<file path="src/rtl/nahif_pkg.sv">
package nahif_pkg;
  // clock and derived timing counts
  localparam int unsigned CLK_PERIOD_NS = 25;
  localparam int unsigned PWR_WAIT_US   = 100;
  localparam int unsigned SETTLE_NS     = 100;
  localparam int unsigned BUSY_WAIT_NS  = 100;
  localparam int unsigned PWR_WAIT_CYC  = (PWR_WAIT_US * 1000 + CLK_PERIOD_NS - 1) / CLK_PERIOD_NS;
  localparam int unsigned SETTLE_CYC    = (SETTLE_NS + CLK_PERIOD_NS - 1) / CLK_PERIOD_NS;
  localparam int unsigned BUSY_WAIT_CYC = (BUSY_WAIT_NS + CLK_PERIOD_NS - 1) / CLK_PERIOD_NS;
  localparam logic [15:0] PWR_WAIT_CNT  = 16'(PWR_WAIT_CYC);
  localparam logic [15:0] SETTLE_CNT    = 16'(SETTLE_CYC);
  localparam logic [15:0] BUSY_WAIT_CNT = 16'(BUSY_WAIT_CYC);
  localparam logic [15:0] CNT_MAX       = 16'hFFFF;

  // opcodes
  localparam logic [7:0] OPC_RESET     = 8'hFF;
  localparam logic [7:0] OPC_STATUS    = 8'h70;
  localparam logic [7:0] OPC_READ_MODE = 8'h00;
  localparam logic [7:0] OPC_READ_GO   = 8'h30;
  localparam logic [7:0] OPC_PROG      = 8'h80;
  localparam logic [7:0] OPC_PROG_GO   = 8'h10;

  // address layout: five cycles, row = block_bit[16:6] & page_bit[5:0]
  localparam logic [2:0] ADDR_LAST = 3'h4;
  localparam int unsigned PAGE_W   = 6;
  localparam int unsigned BLOCK_W  = 11;

  // bus cycle phases: strobe active in [STB_ON, STB_OFF)
  localparam logic [2:0] PH_STB_ON  = 3'h1;
  localparam logic [2:0] PH_STB_OFF = 3'h5;
  localparam logic [2:0] PH_LAST    = 3'h6;

  typedef enum logic [1:0] {
    CK_CMD  = 2'h0,
    CK_ADDR = 2'h1,
    CK_DIN  = 2'h2,
    CK_DOUT = 2'h3
  } nahif_ck_t;

  typedef enum logic [1:0] {
    OP_RESET  = 2'h0,
    OP_STATUS = 2'h1,
    OP_READ   = 2'h2,
    OP_PROG   = 2'h3
  } nahif_op_t;

  typedef enum logic [11:0] {
    S_IDLE   = 12'h001,
    S_PWR    = 12'h002,
    S_CMD1   = 12'h004,
    S_ADDR   = 12'h008,
    S_DIN    = 12'h010,
    S_CMD2   = 12'h020,
    S_BUSY   = 12'h040,
    S_RDMODE = 12'h080,
    S_DOUT   = 12'h100,
    S_STAT   = 12'h200,
    S_STATRD = 12'h400,
    S_WPSET  = 12'h800
  } nahif_st_t;
endpackage : nahif_pkg

</file>
<file path="src/rtl/nahif_cyc_if.sv">
`timescale 1ns/1ps
interface nahif_cyc_if;
  import nahif_pkg::*;
  logic            req;
  nahif_ck_t       kind;
  logic [7:0]      wbyte;
  logic            sel;
  logic            done;
  logic [7:0]      rbyte;
  modport seq (output req, kind, wbyte, sel, input done, rbyte);
  modport eng (input req, kind, wbyte, sel, output done, rbyte);
endinterface : nahif_cyc_if

</file>
<file path="src/rtl/nahif_cycle.sv">
`timescale 1ns/1ps
module nahif_cycle (
  input  wire logic        clk,
  input  wire logic        srst,
  nahif_cyc_if.eng         cyc,
  input  wire logic [7:0]  io_in,
  output logic      [7:0]  io_out,
  output logic             io_oe_n,
  output logic             chip_select_n,
  output logic             cmd_latch_en,
  output logic             addr_latch_en,
  output logic             write_strobe_n,
  output logic             read_strobe_n
);
  import nahif_pkg::*;

  logic [2:0]  ph_ff, nxt_ph;
  nahif_ck_t   kind_ff, nxt_kind;
  logic [7:0]  wbyte_ff, nxt_wbyte, rbyte_ff, nxt_rbyte;
  logic [7:0]  io_meta_ff, io_sync_ff;
  logic        done_ff, nxt_done, oe_n_ff, nxt_oe_n, ce_n_ff, nxt_ce_n;
  logic        cle_ff, nxt_cle, ale_ff, nxt_ale, we_n_ff, nxt_we_n, re_n_ff, nxt_re_n;
  logic        start, on, strobe;

  // phase sequencing; done blocks restart on the request being dropped
  always_comb begin
    start     = cyc.req && (ph_ff == 3'h0) && !done_ff;
    nxt_ph    = ph_ff;
    nxt_kind  = kind_ff;
    nxt_wbyte = wbyte_ff;
    if (start) begin
      nxt_ph    = 3'h1;
      nxt_kind  = cyc.kind;
      nxt_wbyte = cyc.wbyte;
    end else if (ph_ff != 3'h0) begin
      nxt_ph = (ph_ff == PH_LAST) ? 3'h0 : ph_ff + 3'h1;
    end
    on       = (nxt_ph != 3'h0);
    strobe   = (nxt_ph >= PH_STB_ON) && (nxt_ph < PH_STB_OFF);
    nxt_cle  = on && (nxt_kind == CK_CMD);
    nxt_ale  = on && (nxt_kind == CK_ADDR);
    nxt_we_n = !(strobe && (nxt_kind != CK_DOUT));
    nxt_re_n = !(strobe && (nxt_kind == CK_DOUT));
    nxt_oe_n = !(on && (nxt_kind != CK_DOUT));
    nxt_ce_n = !(cyc.sel || on);
    nxt_done = (ph_ff == PH_LAST);
    // sample the synced bus on the read strobe's rising edge
    nxt_rbyte = rbyte_ff;
    if ((nxt_ph == PH_STB_OFF) && (nxt_kind == CK_DOUT)) begin
      nxt_rbyte = io_sync_ff;
    end
  end

  always_ff @(posedge clk) begin
    if (srst) begin
      ph_ff      <= 3'h0;
      kind_ff    <= CK_CMD;
      wbyte_ff   <= 8'h00;
      rbyte_ff   <= 8'h00;
      io_meta_ff <= 8'h00;
      io_sync_ff <= 8'h00;
      done_ff    <= 1'b0;
      oe_n_ff    <= 1'b1;
      ce_n_ff    <= 1'b1;
      cle_ff     <= 1'b0;
      ale_ff     <= 1'b0;
      we_n_ff    <= 1'b1;
      re_n_ff    <= 1'b1;
    end else begin
      ph_ff      <= nxt_ph;
      kind_ff    <= nxt_kind;
      wbyte_ff   <= nxt_wbyte;
      rbyte_ff   <= nxt_rbyte;
      io_meta_ff <= io_in;
      io_sync_ff <= io_meta_ff;
      done_ff    <= nxt_done;
      oe_n_ff    <= nxt_oe_n;
      ce_n_ff    <= nxt_ce_n;
      cle_ff     <= nxt_cle;
      ale_ff     <= nxt_ale;
      we_n_ff    <= nxt_we_n;
      re_n_ff    <= nxt_re_n;
    end
  end

  // pins straight from flops
  assign io_out         = wbyte_ff;
  assign io_oe_n        = oe_n_ff;
  assign chip_select_n  = ce_n_ff;
  assign cmd_latch_en   = cle_ff;
  assign addr_latch_en  = ale_ff;
  assign write_strobe_n = we_n_ff;
  assign read_strobe_n  = re_n_ff;
  assign cyc.done       = done_ff;
  assign cyc.rbyte      = rbyte_ff;
endmodule : nahif_cycle

</file>
<file path="src/rtl/nahif_ctrl.sv">
`timescale 1ns/1ps
// Function
// - read mode command before data after enhanced status
// - slow read cycle samples at strobe rise
// - five address cycles, least significant first
// - column bit 12 set forces bits 11..8 zero
// - unused address bits low, full cycle count
// - protect change only when ready, then settle
// - wait ready and 100us before first reset
// - reset is the very first command
module nahif_ctrl (
  input  wire logic                 clk,
  input  wire logic                 srst,
  input  wire logic                 op_valid,
  input  wire nahif_pkg::nahif_op_t op_kind,
  input  wire logic [12:0]          op_col,
  input  wire logic [5:0]           op_page,
  input  wire logic [10:0]          op_block,
  input  wire logic [12:0]          op_len,
  input  wire logic                 protect_req,
  input  wire logic [7:0]           wr_byte,
  input  wire logic                 wr_valid,
  output logic                      wr_ready,
  output logic      [7:0]           rd_byte,
  output logic                      rd_valid,
  output logic                      op_ready,
  output logic                      op_done,
  output logic      [7:0]           op_status,
  input  wire logic [7:0]           io_in,
  output logic      [7:0]           io_out,
  output logic                      io_oe_n,
  output logic                      chip_select_n,
  output logic                      cmd_latch_en,
  output logic                      addr_latch_en,
  output logic                      write_strobe_n,
  output logic                      read_strobe_n,
  output logic                      write_protect_n,
  input  wire logic                 ready_busy_n
);
  import nahif_pkg::*;

  nahif_cyc_if cyc ();

  nahif_st_t   state_ff, nxt_state;
  nahif_op_t   op_ff, nxt_op;
  nahif_ck_t   ck_ff, nxt_ck;
  logic [12:0] step_ff, nxt_step, len_ff, nxt_len, col_ff, nxt_col;
  logic [16:0] row_ff, nxt_row;
  logic [15:0] cnt_ff, nxt_cnt;
  logic [7:0]  wbyte_ff, nxt_wbyte, rd_byte_ff, nxt_rd_byte, status_ff, nxt_status;
  logic        req_ff, nxt_req, sel_ff, nxt_sel, init_ff, nxt_init, wp_n_ff, nxt_wp_n;
  logic        op_ready_ff, nxt_op_ready, op_done_ff, nxt_op_done;
  logic        wr_ready_ff, nxt_wr_ready, rd_valid_ff, nxt_rd_valid;
  logic        rb_meta_ff, rb_sync_ff;

  // first and second opcode of each operation
  function automatic logic [7:0] first_cmd(input nahif_op_t op);
    case (op)
      OP_RESET: first_cmd = OPC_RESET;
      OP_READ:  first_cmd = OPC_READ_MODE;
      OP_PROG:  first_cmd = OPC_PROG;
      default:  first_cmd = OPC_STATUS;
    endcase
  endfunction : first_cmd

  function automatic logic [7:0] second_cmd(input nahif_op_t op);
    second_cmd = (op == OP_PROG) ? OPC_PROG_GO : OPC_READ_GO;
  endfunction : second_cmd

  // one address byte; undefined bits forced low
  function automatic logic [7:0] addr_byte(input logic [2:0] idx, input logic [12:0] col,
                                           input logic [16:0] row);
    case (idx)
      3'h0:    addr_byte = col[7:0];
      3'h1:    addr_byte = {3'h0, col[12], col[12] ? 4'h0 : col[11:8]};
      3'h2:    addr_byte = row[7:0];
      3'h3:    addr_byte = row[15:8];
      default: addr_byte = {7'h00, row[16]};
    endcase
  endfunction : addr_byte

  nahif_cycle u_cycle (
    .clk            (clk),
    .srst           (srst),
    .cyc            (cyc.eng),
    .io_in          (io_in),
    .io_out         (io_out),
    .io_oe_n        (io_oe_n),
    .chip_select_n  (chip_select_n),
    .cmd_latch_en   (cmd_latch_en),
    .addr_latch_en  (addr_latch_en),
    .write_strobe_n (write_strobe_n),
    .read_strobe_n  (read_strobe_n)
  );

  // sequencer: one bus cycle requested at a time, advanced on done
  always_comb begin
    nxt_state    = state_ff;
    nxt_op       = op_ff;
    nxt_ck       = ck_ff;
    nxt_step     = step_ff;
    nxt_len      = len_ff;
    nxt_col      = col_ff;
    nxt_row      = row_ff;
    nxt_wbyte    = wbyte_ff;
    nxt_rd_byte  = rd_byte_ff;
    nxt_status   = status_ff;
    nxt_sel      = sel_ff;
    nxt_init     = init_ff;
    nxt_wp_n     = wp_n_ff;
    nxt_req      = req_ff && !cyc.done;
    nxt_cnt      = (cnt_ff == CNT_MAX) ? cnt_ff : cnt_ff + 16'h0001;
    nxt_op_done  = 1'b0;
    nxt_wr_ready = 1'b0;
    nxt_rd_valid = 1'b0;
    case (state_ff)
      S_PWR: begin
        // power-on wait plus ready level, then a forced reset
        if ((cnt_ff >= PWR_WAIT_CNT) && rb_sync_ff) begin
          nxt_op    = OP_RESET;
          nxt_sel   = 1'b1;
          nxt_state = S_CMD1;
        end
      end
      S_IDLE: begin
        if (op_valid && op_ready_ff) begin
          nxt_op    = op_kind;
          nxt_col   = op_col;
          nxt_row   = {op_block, op_page};
          nxt_len   = op_len;
          nxt_sel   = 1'b1;
          nxt_state = (op_kind == OP_STATUS) ? S_STAT : S_CMD1;
        end else if ((wp_n_ff == protect_req) && rb_sync_ff) begin
          // protect level only moves between operations while ready
          nxt_wp_n  = !protect_req;
          nxt_cnt   = 16'h0000;
          nxt_state = S_WPSET;
        end
      end
      S_WPSET: begin
        if (cnt_ff >= SETTLE_CNT - 16'h0001) begin
          nxt_state = S_IDLE;
        end
      end
      S_CMD1: begin
        if (!req_ff) begin
          nxt_req   = 1'b1;
          nxt_ck    = CK_CMD;
          nxt_wbyte = first_cmd(op_ff);
        end else if (cyc.done) begin
          nxt_state = (op_ff == OP_RESET) ? S_BUSY : S_ADDR;
          nxt_step  = 13'h0000;
          nxt_cnt   = 16'h0000;
        end
      end
      S_ADDR: begin
        if (!req_ff) begin
          nxt_req   = 1'b1;
          nxt_ck    = CK_ADDR;
          nxt_wbyte = addr_byte(step_ff[2:0], col_ff, row_ff);
        end else if (cyc.done) begin
          if (step_ff[2:0] == ADDR_LAST) begin
            nxt_state = (op_ff == OP_READ) ? S_CMD2 : S_DIN;
            nxt_step  = 13'h0000;
          end else begin
            nxt_step = step_ff + 13'h0001;
          end
        end
      end
      S_DIN: begin
        // stalls on wr_valid; one byte per bus cycle
        if (!req_ff) begin
          if (wr_valid) begin
            nxt_req      = 1'b1;
            nxt_ck       = CK_DIN;
            nxt_wbyte    = wr_byte;
            nxt_wr_ready = 1'b1;
          end
        end else if (cyc.done) begin
          if (step_ff >= len_ff - 13'h0001) begin
            nxt_state = S_CMD2;
          end
          nxt_step = step_ff + 13'h0001;
        end
      end
      S_CMD2: begin
        if (!req_ff) begin
          nxt_req   = 1'b1;
          nxt_ck    = CK_CMD;
          nxt_wbyte = second_cmd(op_ff);
        end else if (cyc.done) begin
          nxt_state = S_BUSY;
          nxt_cnt   = 16'h0000;
        end
      end
      S_BUSY: begin
        // let the busy level appear before trusting the ready level
        if ((cnt_ff >= BUSY_WAIT_CNT) && rb_sync_ff) begin
          nxt_step = 13'h0000;
          case (op_ff)
            OP_READ: nxt_state = S_RDMODE;
            OP_PROG: nxt_state = S_STAT;
            default: begin
              nxt_state   = S_IDLE;
              nxt_sel     = 1'b0;
              nxt_op_done = init_ff;
              nxt_init    = 1'b1;
            end
          endcase
        end
      end
      S_RDMODE: begin
        if (!req_ff) begin
          nxt_req   = 1'b1;
          nxt_ck    = CK_CMD;
          nxt_wbyte = OPC_READ_MODE;
        end else if (cyc.done) begin
          nxt_state = S_DOUT;
        end
      end
      S_DOUT: begin
        if (!req_ff) begin
          nxt_req = 1'b1;
          nxt_ck  = CK_DOUT;
        end else if (cyc.done) begin
          nxt_rd_byte  = cyc.rbyte;
          nxt_rd_valid = 1'b1;
          nxt_step     = step_ff + 13'h0001;
          if (step_ff >= len_ff - 13'h0001) begin
            nxt_state   = S_IDLE;
            nxt_sel     = 1'b0;
            nxt_op_done = 1'b1;
          end
        end
      end
      S_STAT: begin
        if (!req_ff) begin
          nxt_req   = 1'b1;
          nxt_ck    = CK_CMD;
          nxt_wbyte = OPC_STATUS;
        end else if (cyc.done) begin
          nxt_state = S_STATRD;
        end
      end
      S_STATRD: begin
        if (!req_ff) begin
          nxt_req = 1'b1;
          nxt_ck  = CK_DOUT;
        end else if (cyc.done) begin
          nxt_status   = cyc.rbyte;
          nxt_rd_byte  = cyc.rbyte;
          nxt_rd_valid = (op_ff == OP_STATUS);
          nxt_state    = S_IDLE;
          nxt_sel      = 1'b0;
          nxt_op_done  = 1'b1;
        end
      end
      default: nxt_state = S_IDLE;
    endcase
    // ready only when idle, target ready and no protect change pending
    nxt_op_ready = (nxt_state == S_IDLE) && rb_sync_ff && (nxt_wp_n != protect_req)
                   && !(op_valid && op_ready_ff);
  end

  // protect held low through power-on; first sync flop feeds only the second
  always_ff @(posedge clk) begin
    if (srst) begin
      state_ff    <= S_PWR;
      op_ff       <= OP_RESET;
      ck_ff       <= CK_CMD;
      step_ff     <= 13'h0000;
      len_ff      <= 13'h0000;
      col_ff      <= 13'h0000;
      row_ff      <= 17'h0_0000;
      cnt_ff      <= 16'h0000;
      wbyte_ff    <= 8'h00;
      rd_byte_ff  <= 8'h00;
      status_ff   <= 8'h00;
      req_ff      <= 1'b0;
      sel_ff      <= 1'b0;
      init_ff     <= 1'b0;
      wp_n_ff     <= 1'b0;
      op_ready_ff <= 1'b0;
      op_done_ff  <= 1'b0;
      wr_ready_ff <= 1'b0;
      rd_valid_ff <= 1'b0;
      rb_meta_ff  <= 1'b0;
      rb_sync_ff  <= 1'b0;
    end else begin
      state_ff    <= nxt_state;
      op_ff       <= nxt_op;
      ck_ff       <= nxt_ck;
      step_ff     <= nxt_step;
      len_ff      <= nxt_len;
      col_ff      <= nxt_col;
      row_ff      <= nxt_row;
      cnt_ff      <= nxt_cnt;
      wbyte_ff    <= nxt_wbyte;
      rd_byte_ff  <= nxt_rd_byte;
      status_ff   <= nxt_status;
      req_ff      <= nxt_req;
      sel_ff      <= nxt_sel;
      init_ff     <= nxt_init;
      wp_n_ff     <= nxt_wp_n;
      op_ready_ff <= nxt_op_ready;
      op_done_ff  <= nxt_op_done;
      wr_ready_ff <= nxt_wr_ready;
      rd_valid_ff <= nxt_rd_valid;
      rb_meta_ff  <= ready_busy_n;
      rb_sync_ff  <= rb_meta_ff;
    end
  end

  assign cyc.req         = req_ff;
  assign cyc.kind        = ck_ff;
  assign cyc.wbyte       = wbyte_ff;
  assign cyc.sel         = sel_ff;
  assign wr_ready        = wr_ready_ff;
  assign rd_byte         = rd_byte_ff;
  assign rd_valid        = rd_valid_ff;
  assign op_ready        = op_ready_ff;
  assign op_done         = op_done_ff;
  assign op_status       = status_ff;
  assign write_protect_n = wp_n_ff;
endmodule : nahif_ctrl

</file>
<file path="config.mk">
export PLATFORM = sky130hd
export DESIGN_NAME = nahif_ctrl
export DESIGN_NICKNAME = d
export VERILOG_FILES = /design/src/rtl/nahif_pkg.sv /design/src/rtl/nahif_cyc_if.sv /design/src/rtl/nahif_cycle.sv /design/src/rtl/nahif_ctrl.sv
export SDC_FILE = /design/constraint.sdc
export NUM_CORES = 1
export LEC_CHECK = 0
export ABC_AREA = 1
export BUFFER_PORTS_ARGS = -buffer_cell sky130_fd_sc_hd__buf_2
export CAP_MARGIN = 20
export CORE_MARGIN = 4
export CORE_UTILIZATION = 55
export CTS_CLUSTER_DIAMETER = 150
export DETAILED_ROUTE_END_ITERATION = 10
export GPL_ROUTABILITY_DRIVEN = 0
export PLACE_DENSITY = 0.76
export SYNTH_ARGS = -nofsm -noshare
export SYNTH_HDL_FRONTEND = slang
export SYNTH_SLANG_ARGS = --single-unit
export TNS_END_PERCENT = 5
</file>
<file path="constraint.sdc">
create_clock -name clk -period 5.72 [get_ports clk]
set_clock_uncertainty 0.05 [all_clocks]
set_input_delay 0.572 -clock clk [delete_from_list [all_inputs] [get_ports clk]]
set_output_delay 0.572 -clock clk [all_outputs]
set_load 0.005 [all_outputs]
</file>
==> metrics.cfg, run 1 <==
[timing]
maxClockFrequency_mhz=307.6
count_of_endpoints_failing_hold_in_the_final_timing_report=0
timing.final.crit_share_pct=56.84
report.final.setup_viol=0
period_needed_ns=3.251
tightestPinTransition_ns=0.7878
finalSetupTns_ns=0
rsz0062_at_grt=no
total_count_of_max_transition_violations_in_the_final_report=0
slew_headroom_pct=47.28

[routing]
avgViaCountPerCell=5.312
detail_route.drc_violations=0
drtAntennaViolNets=0
initialDrtViolationCount=644
routed-via-count=7618
wl_per_cell_um=13.82
route.final.wire_length_um=19820
drt-pass1-iter-count=6

[die]
area_of_the_die_mm2=0.01683
num_io_pins=102
chipWidth_um=129.7
die_height_um=129.7
initial_core_util_pct=56.07
row_count=44
design.core.area_mm2=0.01453

[layout]
finalNonFillerCells=1434
finish.net_count=1329
final_common_cell=sky130_fd_sc_hd__nand2_1
layout_common_cells=sky130_fd_sc_hd__nand2_1 (173), sky130_fd_sc_hd__dfxtp_1 (166), sky130_fd_sc_hd__nor2_1 (156), sky130_fd_sc_hd__inv_1 (143), sky130_fd_sc_hd__a21oi_1 (109)
fin_area_mm2=0.009384
fraction_of_final_layout_cells_sized_beyond_drive_strength_1_pct=14.81
syn2layout_area_growth_pct=15.15

[worst_setup_path]
timing_worst_setup_path_type=flip-flop to flip-flop
path_cells=nor3_1 -> nand3_1 -> nor3_1 -> nand3_1 -> nor3_1 -> xor2_1 -> inv_1 -> ha_1 -> nand2_1 -> nor2_1 -> nand2_1 -> nor2_1 -> nor2_1 -> nand3_1 -> nand2_1 -> nand2_1 -> nand3_1 -> nand3_1 -> nor2_1
timing.critical_path.to_type=flip-flop
critical_path.slowest_cell=sky130_fd_sc_hd__dfxtp_1
critPathArrivalTime_ns=3.51
worst_path_dominant_cell_family=simple AND/OR/NAND/NOR gates
crit_required_ns=5.98
max_stage_delay_ns=0.31
worst-path-max-fanout=4
most_frequent_cell_on_the_critical_path=sky130_fd_sc_hd__nand3_1
worstPathBufferInverterCount=1
crit_path_start_kind=flip-flop

[place]
placedInstanceArea_mm2=0.008748
post-place-cells=1401
port_buffers=101
dp_hpwl_um=14180

[pwr]
power_frac_clock_pct=47.4
ir_drop_uv=248.3
power.switching_fraction_pct=25.80
power_density_mw_per_mm2=267.6
cellInternalPower_w=0.001864
power_frac_comb_pct=5.5
p_switching_w=0.0006479
seqPwrFrac_pct=47.2
power_leakage_nw=4.296

[worst_hold_path]
worst_min_delay_path_category=input pin to flip-flop

[clock_tree]
tritoncts=done
cts.sink_count=166
path_clk_slew_ns=0.07
number_of_buffers_on_the_longest_clock_path=2
clock_tree.root_cell=sky130_fd_sc_hd__clkbuf_16
htree_num_levels=4
cts.hold.buffers_added=0
worstSkewPairLatency_ns=0.44
ctsResizeCount=0
numCtsBuffers=17
cts_setup_buffers=0

[yosys]
ys.warnings.count=0
post_synth_inst_count=1148
ys_ff_latch=166
synth.distinct_cells=45
synth_edf_count=0
synthArstFlopShare_pct=0
synthTopCellsByArea=sky130_fd_sc_hd__dfxtp_1 (41%), sky130_fd_sc_hd__nand2_1 (8.0%), sky130_fd_sc_hd__nor2_1 (7.2%), sky130_fd_sc_hd__a21oi_1 (6.7%), sky130_fd_sc_hd__inv_1 (6.6%)
yosysTopAreaCellShare_pct=40.78
seq_area_frac_synth_pct=40.78
syn-num-nets=1241
ys.flop_type=sky130_fd_sc_hd__dfxtp_1
syn-mean-instance-area_um2=7.098
synth_largest_area_cell=sky130_fd_sc_hd__dfxtp_1
cell_area_after_technology_mapping_mm2=0.008149

[global_route]
groute.usage.overall_pct=23.54
vias_in_the_first_global_route=6917
largest_net_degree_at_the_start_of_global_routing=84
grt_first_pass_wirelength_um=32150
antenna_found_initial=0
grt_overflow=0

[run]
maxCapViolations=0

[outcome]
outcome=finished clean

[cell usage after synthesis, types with 2 or more instances]
| cell | n |
|---|---|
| sky130_fd_sc_hd__a211oi_1 | 3 |
| sky130_fd_sc_hd__a21oi_1 | 109 |
| sky130_fd_sc_hd__buf_2 | 7 |
| sky130_fd_sc_hd__buf_4 | 4 |
| sky130_fd_sc_hd__clkbuf_1 | 23 |
| sky130_fd_sc_hd__dfxtp_1 | 166 |
| sky130_fd_sc_hd__ha_1 | 26 |
| sky130_fd_sc_hd__inv_1 | 144 |
| sky130_fd_sc_hd__inv_2 | 11 |
| sky130_fd_sc_hd__nand2_1 | 173 |
| sky130_fd_sc_hd__nand2_2 | 15 |
| sky130_fd_sc_hd__nand2_4 | 4 |
| sky130_fd_sc_hd__nand3_1 | 65 |
| sky130_fd_sc_hd__nand3b_1 | 3 |
| sky130_fd_sc_hd__nand4_1 | 21 |
| sky130_fd_sc_hd__nor2_1 | 156 |
| sky130_fd_sc_hd__nor2_2 | 4 |
| sky130_fd_sc_hd__nor2_4 | 3 |
| sky130_fd_sc_hd__nor2_8 | 2 |
| sky130_fd_sc_hd__nor3_1 | 32 |
| sky130_fd_sc_hd__nor3b_1 | 2 |
| sky130_fd_sc_hd__nor4_1 | 2 |
| sky130_fd_sc_hd__o2111ai_1 | 2 |
| sky130_fd_sc_hd__o211ai_1 | 6 |
| sky130_fd_sc_hd__o21ai_0 | 94 |
| sky130_fd_sc_hd__o21ai_1 | 17 |
| sky130_fd_sc_hd__o21ai_2 | 2 |
| sky130_fd_sc_hd__o21bai_1 | 3 |
| sky130_fd_sc_hd__o221ai_1 | 2 |
| sky130_fd_sc_hd__o22ai_1 | 7 |
| sky130_fd_sc_hd__or2_2 | 2 |
| sky130_fd_sc_hd__xnor2_1 | 4 |
| sky130_fd_sc_hd__xor2_1 | 22 |
[layout make-up]
cell class	count	area, um^2
fillers	1322	5150
multi-input cells	791	4078
flip-flops and latches	166	3323
inverters	155	581.8
repair buffers	105	535.5
clock buffers	17	425.4
well taps	184	230.2
clock inverters	15	207.7
diodes	1	2.502
[metrics by stage]
stage / total power, W / util, % / hold WS, ns / worst slack [ns]
after floorplan: 0.001297 / - / 0.3383 / 3.015
after global placement: 0.001345 / 60.19 / 0.3385 / 2.716
after detailed placement: 0.001347 / 60.19 / 0.3421 / 2.611
after CTS: 0.002520 / 64.55 / 0.2706 / 2.548
after global routing: 0.002599 / 64.55 / 0.2744 / 2.166
final: 0.002512 / 64.57 / 0.2791 / 2.469
[worst paths after layout]
kind	startpoint	to	slack, ns	depth (start not counted)
worst max-delay path	len_ff[0]	state_ff[10]	2.47	19
worst min-delay path	io_in[1]	u_cycle.io_meta_ff[1]	0.28	3
worst max register to register	len_ff[0]	state_ff[10]	2.47	19
worst min register to register	u_cycle.io_meta_ff[3]	u_cycle.io_sync_ff[3]	0.35	2
[sequential cells by signal, summed over array words and instances (netlist names), 2 cells and up]
signal	flops
u_cycle.cyc.rbyte	8
cnt_ff	16
rd_byte	8
u_cycle.kind_ff	2
u_cycle.ph_ff	3
u_cycle.io_sync_ff	8
col_ff	13
cyc.wbyte	8
row_ff	17
u_cycle.io_meta_ff	8
len_ff	13
op_status	8
op_ff	2
step_ff	13
state_ff	12
u_cycle.io_out	8
ck_ff	2
[logic make-up after synthesis]
logic type / count (synthesis) / share of synthesized area, %
AND/OR/NAND/NOR: 489 / 26.88
adder cells (fa/ha/maj): 26 / 3.992
flip-flops: 166 / 40.78
AO/OA/AOI/OAI: 250 / 16.37
XOR/XNOR: 26 / 2.794
buffers and inverters: 191 / 9.182
[power groups by stage]
stage / clock network [W] / logic (W) / registers, W
6_report: 0.00119 / 0.000137 / 0.00118
5_1_grt: 0.00126 / 0.000155 / 0.00119
4_1_cts: 0.00120 / 0.000137 / 0.00118
3_5_place_dp: 0 / 0.000136 / 0.00121
3_3_place_gp: 0 / 0.000134 / 0.00121
2_1_floorplan: 0 / 0.0000873 / 0.00121
[tightest hold or removal path, stage by stage]
cell                     delay (ns)
sky130_fd_sc_hd__buf_2         0.07
sky130_fd_sc_hd__inv_1         0.03
sky130_fd_sc_hd__nor2_1        0.06
[routing by layer]
metal | wire length [um] | vias up | track usage, %
met1 | 9235 | 3447 | 31.70
met3 | 1018 | 42 | 4.994
met4 | 401 | 0 | 8.680
li1 | - | 3915 | -
met5 | 0 | - | 0
met2 | 9163 | 214 | 37.46
Power figures use the tool's default switching activity.
==> run 2: changes to the inputs <==
ABC_AREA = 0   (was 1)
PLACE_DENSITY = 0.77   (was 0.76)
clock period = 3.3 ns   (was 5.72 ns; I/O delays follow)
==> run 2 against run 1 <==
  * Clock power increased by 61%
  * Count of clock-buffer cells in the layout unchanged
  * Global-route usage increased by 0.46 points
  * First-iteration DRC count decreased by 14%
  * Sequential power increased by 73%
  * Critical path type unchanged
  * Highest routed layer is now met5
==> metrics.cfg, run 2 <==
[die]
row_count=42  ; -4.5%
initial_core_util_pct=57.11  ; +1.0 points
die_height_um=126.2  ; -2.7%
design.core.area_mm2=0.01345  ; -7.4%
chipWidth_um=126.2  ; -2.7%
num_io_pins=102  ; unchanged
area_of_the_die_mm2=0.01593  ; -5.4%

[yosys]
yosysTopAreaCellShare_pct=43.25  ; +2.5 points
synthArstFlopShare_pct=0  ; unchanged
cell_area_after_technology_mapping_mm2=0.007684  ; -5.7%
ys.flop_type=sky130_fd_sc_hd__dfxtp_1
synth_commonest_cells=sky130_fd_sc_hd__dfxtp_1 (166), sky130_fd_sc_hd__nand2_1 (161), sky130_fd_sc_hd__nor2_1 (102), sky130_fd_sc_hd__a21oi_1 (88), sky130_fd_sc_hd__nor2b_1 (33)
seq_area_frac_synth_pct=43.25  ; +2.5 points
synth.most_common_cell=sky130_fd_sc_hd__dfxtp_1
synth_largest_area_cell=sky130_fd_sc_hd__dfxtp_1
synthTopCellsByArea=sky130_fd_sc_hd__dfxtp_1 (43%), sky130_fd_sc_hd__nand2_1 (7.9%), sky130_fd_sc_hd__a21oi_1 (5.7%), sky130_fd_sc_hd__nor2_1 (5.0%), sky130_fd_sc_hd__ha_1 (4.2%)
ys.warnings.count=0  ; unchanged
syn-num-nets=1011  ; -19%
post_synth_inst_count=918  ; -20%
syn-mean-instance-area_um2=8.370  ; +18%
ys_ff_latch=166  ; unchanged
synth_edf_count=0  ; unchanged
synth.distinct_cells=67  ; +49%

[worst_setup_path]
crit_required_ns=3.56  ; -2.42 ns
timing_worst_setup_path_type=flip-flop to flip-flop
timing.critical_path.to_type=flip-flop
r2r_cells=15  ; -4
worst-path-max-fanout=6  ; +2
crit_path_start_kind=flip-flop
critPathArrivalTime_ns=3.38  ; -0.13 ns

[clock_tree]
htree_num_levels=4  ; unchanged
cts.sink_count=166  ; unchanged
number_of_buffers_on_the_longest_clock_path=2  ; unchanged
cts.hold.buffers_added=0  ; unchanged
tritoncts=done
path_clk_slew_ns=0.07  ; about the same
numCtsBuffers=17  ; unchanged
worstSkewPairLatency_ns=0.43  ; about the same
clock_tree.root_cell=sky130_fd_sc_hd__clkbuf_16

[worst_hold_path]
worstHoldPathCells=2  ; -1
worst_min_delay_path_category=input pin to flip-flop

[global_route]
largest_net_degree_at_the_start_of_global_routing=97  ; +15%
vias_in_the_first_global_route=6463  ; -6.6%
grt_overflow=0  ; unchanged
grt_first_pass_wirelength_um=31500  ; -2.0%
use_met3_pct=7.324  ; +2.3 points
groute.usage.overall_pct=24.00  ; +0.46 points
antenna_found_initial=2  ; +2
grt_util_met2_pct=38.50  ; +1.0 points
use_met1_pct=30.71  ; -0.98 points
global_route.peak_usage_layer=met2

[pwr]
cellInternalPower_w=0.003107  ; +67%
power_frac_clock_pct=46.2  ; -1.2 points
ir_drop_uv=553.7  ; +120%
p_total_w=0.004141  ; +65%
power.switching_fraction_pct=24.97  ; -0.82 points
power_density_mw_per_mm2=462.6  ; +73%
power_frac_comb_pct=4.5  ; -1.0 points
seqPwrFrac_pct=49.2  ; +2.0 points
power_leakage_nw=3.584  ; -17%
p_switching_w=0.001034  ; +60%

[timing]
total_count_of_max_transition_violations_in_the_final_report=0  ; unchanged
report.final.setup_viol=0  ; unchanged
timing.final.crit_share_pct=94.58  ; +38 points
count_of_endpoints_failing_hold_in_the_final_timing_report=0  ; unchanged
tightestPinTransition_ns=0.9129  ; +0.1251 ns
maxClockFrequency_mhz=320.4  ; +4.2%
period_needed_ns=3.121  ; -0.1302 ns
slew_headroom_pct=39.14  ; -8.1 points

[place]
port_buffers=101  ; unchanged
dp_hpwl_um=13680  ; -3.5%
placedInstanceArea_mm2=0.008308  ; -5.0%
post-place-cells=1162  ; -17%

[layout]
syn2layout_area_growth_pct=16.51
finish.net_count=1099  ; -17%
final_common_cell=sky130_fd_sc_hd__dfxtp_1
flip_flop_count_of_the_largest_register_after_layout=17  ; unchanged
fin_area_mm2=0.008952  ; -4.6%
layout_common_cells=sky130_fd_sc_hd__dfxtp_1 (166), sky130_fd_sc_hd__nand2_1 (161), sky130_fd_sc_hd__nor2_1 (100), sky130_fd_sc_hd__buf_2 (100), sky130_fd_sc_hd__a21oi_1 (87)
regMostFlops=row_ff
largest_registers=row_ff x17, cnt_ff x16
fraction_of_final_layout_cells_sized_beyond_drive_strength_1_pct=16.88  ; +2.1 points
num_antenna_cells=0  ; -1
finalNonFillerCells=1195  ; -17%

[run]
maxCapViolations=0  ; unchanged

[routing]
wl_per_cell_um=15.94  ; +15%
drtAntennaViolNets=0  ; unchanged
initialDrtViolationCount=551  ; -14%
routed-via-count=6903  ; -9.4%
drt-pass1-iter-count=5  ; -1
route.final.wire_length_um=19040  ; -3.9%
avgViaCountPerCell=5.777  ; +8.7%
detail_route.drc_violations=0  ; unchanged

[outcome]
outcome=finished clean

[run 2: path summary, 6_finish.rpt]
| kind | from | to | slack [ns] |
|---|---|---|---|
| setup / recovery | len_ff[0] | state_ff[9] | 0.18 |
| hold / removal | io_in[7] | u_cycle.io_meta_ff[7] | 0.06 |
| setup reg to reg | len_ff[0] | state_ff[9] | 0.18 |
| hold reg to reg | u_cycle.io_meta_ff[7] | u_cycle.io_sync_ff[7] | 0.39 |
[run 2: power groups by stage]
stage | Clock (W) | Sequential [W] | Combinational, W
after floorplan | 0 | 0.00208 | 0.000113
after global placement | 0 | 0.00208 | 0.000180
after detailed placement | 0 | 0.00208 | 0.000180
after CTS | 0.00195 | 0.00204 | 0.000180
after global routing | 0.00203 | 0.00204 | 0.000207
final | 0.00191 | 0.00204 | 0.000188
[run 2: layout make-up]
type	instances	area (um^2)
Clock inverter	15	158.9
Multi-Input combinational cell	692	4165
Tap cell	176	220.2
Sequential cell	166	3323
Clock buffer	17	425.4
Fill cell	1153	4501
Inverter	19	71.32
Timing Repair Buffer	110	588.1
[run 2: critical path, cell delays in order (launching register included)]
cell                       delay [ns]
sky130_fd_sc_hd__dfxtp_1         0.33
sky130_fd_sc_hd__inv_2           0.07
sky130_fd_sc_hd__ha_2            0.18
sky130_fd_sc_hd__nand2_1         0.08
sky130_fd_sc_hd__or3_4           0.36
sky130_fd_sc_hd__buf_4           0.17
sky130_fd_sc_hd__nor3_2          0.12
sky130_fd_sc_hd__xnor2_1         0.10
sky130_fd_sc_hd__ha_1            0.32
sky130_fd_sc_hd__nand4_1         0.13
sky130_fd_sc_hd__or3_1           0.36
sky130_fd_sc_hd__o21ai_1         0.12
sky130_fd_sc_hd__buf_4           0.18
sky130_fd_sc_hd__o211ai_2        0.10
sky130_fd_sc_hd__a222oi_1        0.27
sky130_fd_sc_hd__nor2_1          0.06
[run 2: kinds of logic (layout without fill, tap and decap cells)]
kind of cell,after synthesis,in the layout,share of synthesized area [%]
XOR/XNOR,29,29,3.306
adder cells (fa/ha/maj),26,26,4.234
buffers and inverters,60,161,3.322
flip-flops,166,166,43.25
AND/OR/NAND/NOR,428,428,27.24
multiplexers,30,30,3.924
AO/OA/AOI/OAI,179,179,14.72
[run 2: routing by layer]
layer	part of all wire, %	routed length, um	vias up
li1	-	-	3401
met1	43	8254	3211
met2	47	8871	247
met3	7.3	1394	40
met4	2.6	503	4
met5	0.11	21	-
[run 2: repair_timing]
item	CTS	global route
setup endpoints to repair	1	9
gates resized for setup	1	11
pin swaps	0	6
setup buffers	0	1
[run 2: per-stage QoR]
stage / worst slack [ns] / setup TNS (ns) / utilization [%] / hold WS (ns)
finish: 0.1789 / 0 / 66.55 / 0.05714
global route: -0.003739 / -0.003739 / 66.55 / 0.04308
CTS: 0.03311 / 0 / 66.15 / 0.04514
detailed placement: 0.07299 / 0 / 61.76 / 0.3742
global placement: 0.1481 / 0 / 61.76 / 0.3659
floorplan: 0.05727 / 0 / - / 0.3579
==> run 3: changes to the inputs <==
BUFFER_PORTS_ARGS = unset   (was -buffer_cell sky130_fd_sc_hd__buf_2)
DONT_BUFFER_PORTS = 1   (was unset)
PLACE_DENSITY = 0.7   (was 0.77)
clock period = 3.5 ns   (was 3.3 ns; I/O delays follow)
==> run 3 against run 2 <==
  * Clock power is 3% lower
  * Largest cell class unchanged
  * Worst hold slack got worse by 0.045 ns
  * Final cell count fell by 6.1%
==> metrics.cfg, run 3 (synthesis results as in run 2) <==
[worst_hold_path]
worst_hold_path.endpoint=u_cycle.io_meta_ff[3]
holdCritStartpoint=io_in[3]
worst_min_delay_path_category=input pin to flip-flop
worstHoldPathCells=1  ; -1

[routing]
initialDrtViolationCount=590  ; +7.1%
drt-pass1-iter-count=5  ; unchanged
detail_route.drc_violations=0  ; unchanged
avgViaCountPerCell=5.920  ; +2.5%
wl_per_cell_um=16.95  ; +6.4%
route.final.wire_length_um=19020  ; -0.13%
routed-via-count=6642  ; -3.8%
drtAntennaViolNets=0  ; unchanged

[worst_setup_path]
worstPathBufferInverterCount=2  ; -1
max_stage_delay_ns=0.38  ; +0.02 ns
crit_required_ns=3.76  ; +0.20 ns
worst_r2r_setup_slack_ns=0.24  ; +0.06 ns
path_cells=inv_1 -> ha_1 -> nand2_1 -> or3_4 -> nor4_4 -> xnor2_1 -> ha_1 -> nand4_1 -> or3_1 -> o21ai_0 -> buf_4 -> o211ai_2 -> a222oi_1 -> nor2_1
path_depth=14  ; -1
critical_path.slowest_cell=sky130_fd_sc_hd__or3_4
most_frequent_cell_on_the_critical_path=sky130_fd_sc_hd__ha_1
r2r_start=len_ff[0]
critPathArrivalTime_ns=3.51  ; +0.13 ns
worst_path_dominant_cell_family=simple AND/OR/NAND/NOR gates
worst-path-max-fanout=6  ; unchanged
crit_path_start_kind=flip-flop
worst_r2r_endpoint=state_ff[9]
timing.critical_path.to_type=flip-flop
r2r_cells=14  ; -1
timing_worst_setup_path_type=flip-flop to flip-flop

[global_route]
vias_in_the_first_global_route=6262  ; -3.1%
grt_overflow=0  ; unchanged
groute.usage.overall_pct=23.51  ; -0.48 points
largest_net_degree_at_the_start_of_global_routing=122  ; +26%
antenna_found_initial=0  ; -2
grt_first_pass_wirelength_um=30630  ; -2.8%

[clock_tree]
numCtsBuffers=17  ; unchanged
clock_tree.root_cell=sky130_fd_sc_hd__clkbuf_16
path_clk_slew_ns=0.07  ; about the same
tritoncts=done
number_of_buffers_on_the_longest_clock_path=2  ; unchanged
worstSkewPairLatency_ns=0.43  ; about the same
htree_num_levels=4  ; unchanged
cts.sink_count=166  ; unchanged

[layout]
num_antenna_cells=0  ; unchanged
syn2layout_area_growth_pct=13.78
finish.net_count=1026  ; -6.6%
final_common_cell=sky130_fd_sc_hd__dfxtp_1
regMostFlops=row_ff
fraction_of_final_layout_cells_sized_beyond_drive_strength_1_pct=6.660  ; -10 points
layout.filler_cells=1160  ; +0.61%
finalNonFillerCells=1122  ; -6.1%
flip_flop_count_of_the_largest_register_after_layout=17  ; unchanged
largest_registers=row_ff x17, cnt_ff x16
layout_common_cells=sky130_fd_sc_hd__dfxtp_1 (166), sky130_fd_sc_hd__nand2_1 (161), sky130_fd_sc_hd__nor2_1 (101), sky130_fd_sc_hd__a21oi_1 (87), sky130_fd_sc_hd__nor2b_1 (33)
postLayoutCoreUtil_pct=64.98  ; -1.6 points

[timing]
total_count_of_max_transition_violations_in_the_final_report=0  ; unchanged
period_needed_ns=3.259  ; +0.1377 ns
timing.final.crit_share_pct=93.11  ; -1.5 points
report.final.setup_viol=0  ; unchanged
whs_ns=0.01194  ; -0.04520 ns
tightestPinTransition_ns=0.7297  ; -0.1832 ns
maxClockFrequency_mhz=306.9  ; -4.2%
rsz0062_at_grt=no
count_of_endpoints_failing_hold_in_the_final_timing_report=0  ; unchanged
slew_headroom_pct=51.17  ; +12 points
finalSetupTns_ns=0  ; unchanged

[place]
port_buffers=0  ; -100%
post-place-cells=1058  ; -9.0%
dp_hpwl_um=13380  ; -2.2%

[die]
row_count=42  ; unchanged
area_of_the_die_mm2=0.01593  ; unchanged
initial_core_util_pct=57.11  ; unchanged
die_height_um=126.2  ; unchanged
num_io_pins=102  ; unchanged
chipWidth_um=126.2  ; unchanged
design.core.area_mm2=0.01345  ; unchanged

[pwr]
power_leakage_nw=3.272  ; -8.7%
ir_drop_uv=402.7  ; -27%
power_density_mw_per_mm2=450.9  ; -2.5%

[run]
maxCapViolations=0  ; unchanged

[outcome]
outcome=finished clean

run 3: cell types whose count changed in the layout (fill, tap and decap cells not counted), sizes merged:
cell / change
clkinvlp: -2
dlygate4sd3: +31
inv: +2
buf: -104
run 3: how the worst max path moves through the flow:
stage,start,endpoint,slack [ns]
after CTS,len_ff[0],op_ready,0.11
after floorplan,len_ff[0],op_ready,0.26
final,len_ff[0],state_ff[9],0.24
after detailed placement,len_ff[0],op_ready,0.19
after global placement,len_ff[0],op_ready,0.28
after global routing,len_ff[0],state_ff[9],0.03
run 3: metal layers:
layer  share of wire [%]  track usage (%)
met1                  44            30.12
met2                  46            38.00
met3                 8.0            6.986
met4                 2.1            8.076
met5                   0                0
run 3: power breakdown:
| group | internal [W] | switching, W | total, W |
|---|---|---|---|
| Clock | 0.000968 | 0.000886 | 0.00185 |
| Combinational | 0.0000736 | 0.0000935 | 0.000167 |
| Sequential | 0.00190 | 0.0000152 | 0.00192 |
run 3: worst register-to-register path, delay by kind of cell, from the launching register on:
family / cells / cell delay (ns)
DFF: 1 / 0.33
buffers and inverters: 2 / 0.28
xor gates and xnor gates: 1 / 0.10
adders and majority gates: 2 / 0.50
and+or+nand+nor: 6 / 1.33
AOI/OAI and AO/OA: 3 / 0.55
run 3: final cells by class:
type | instances | area [um^2] | share of cell area (%)
clock inverters | 15 | 176.4 | 2.018
clock buffers | 17 | 425.4 | 4.866
repair buffers | 37 | 375.4 | 4.294
well taps | 176 | 220.2 | 2.519
inverters | 19 | 71.32 | 0.8158
multi-input cells | 692 | 4150 | 47.47
flip-flops and latches | 166 | 3323 | 38.01
run 3: stage by stage:
stage,setup WS (ns),power [W],cell area (um^2)
after CTS,0.1116,0.003976,8710
final,0.2413,0.003942,8742
after detailed placement,0.1860,0.002073,7770
after global routing,0.02566,0.004073,8742
after floorplan,0.2573,0.002065,7684
after global placement,0.2821,0.002069,7770
run 3: timing repair:
item                       in CTS  in global routing
setup buffers                   0                  0
gates resized for setup         0                  6
hold buffers                   32                  0
hold endpoints to repair      122                  0
setup endpoints to repair       0                  8
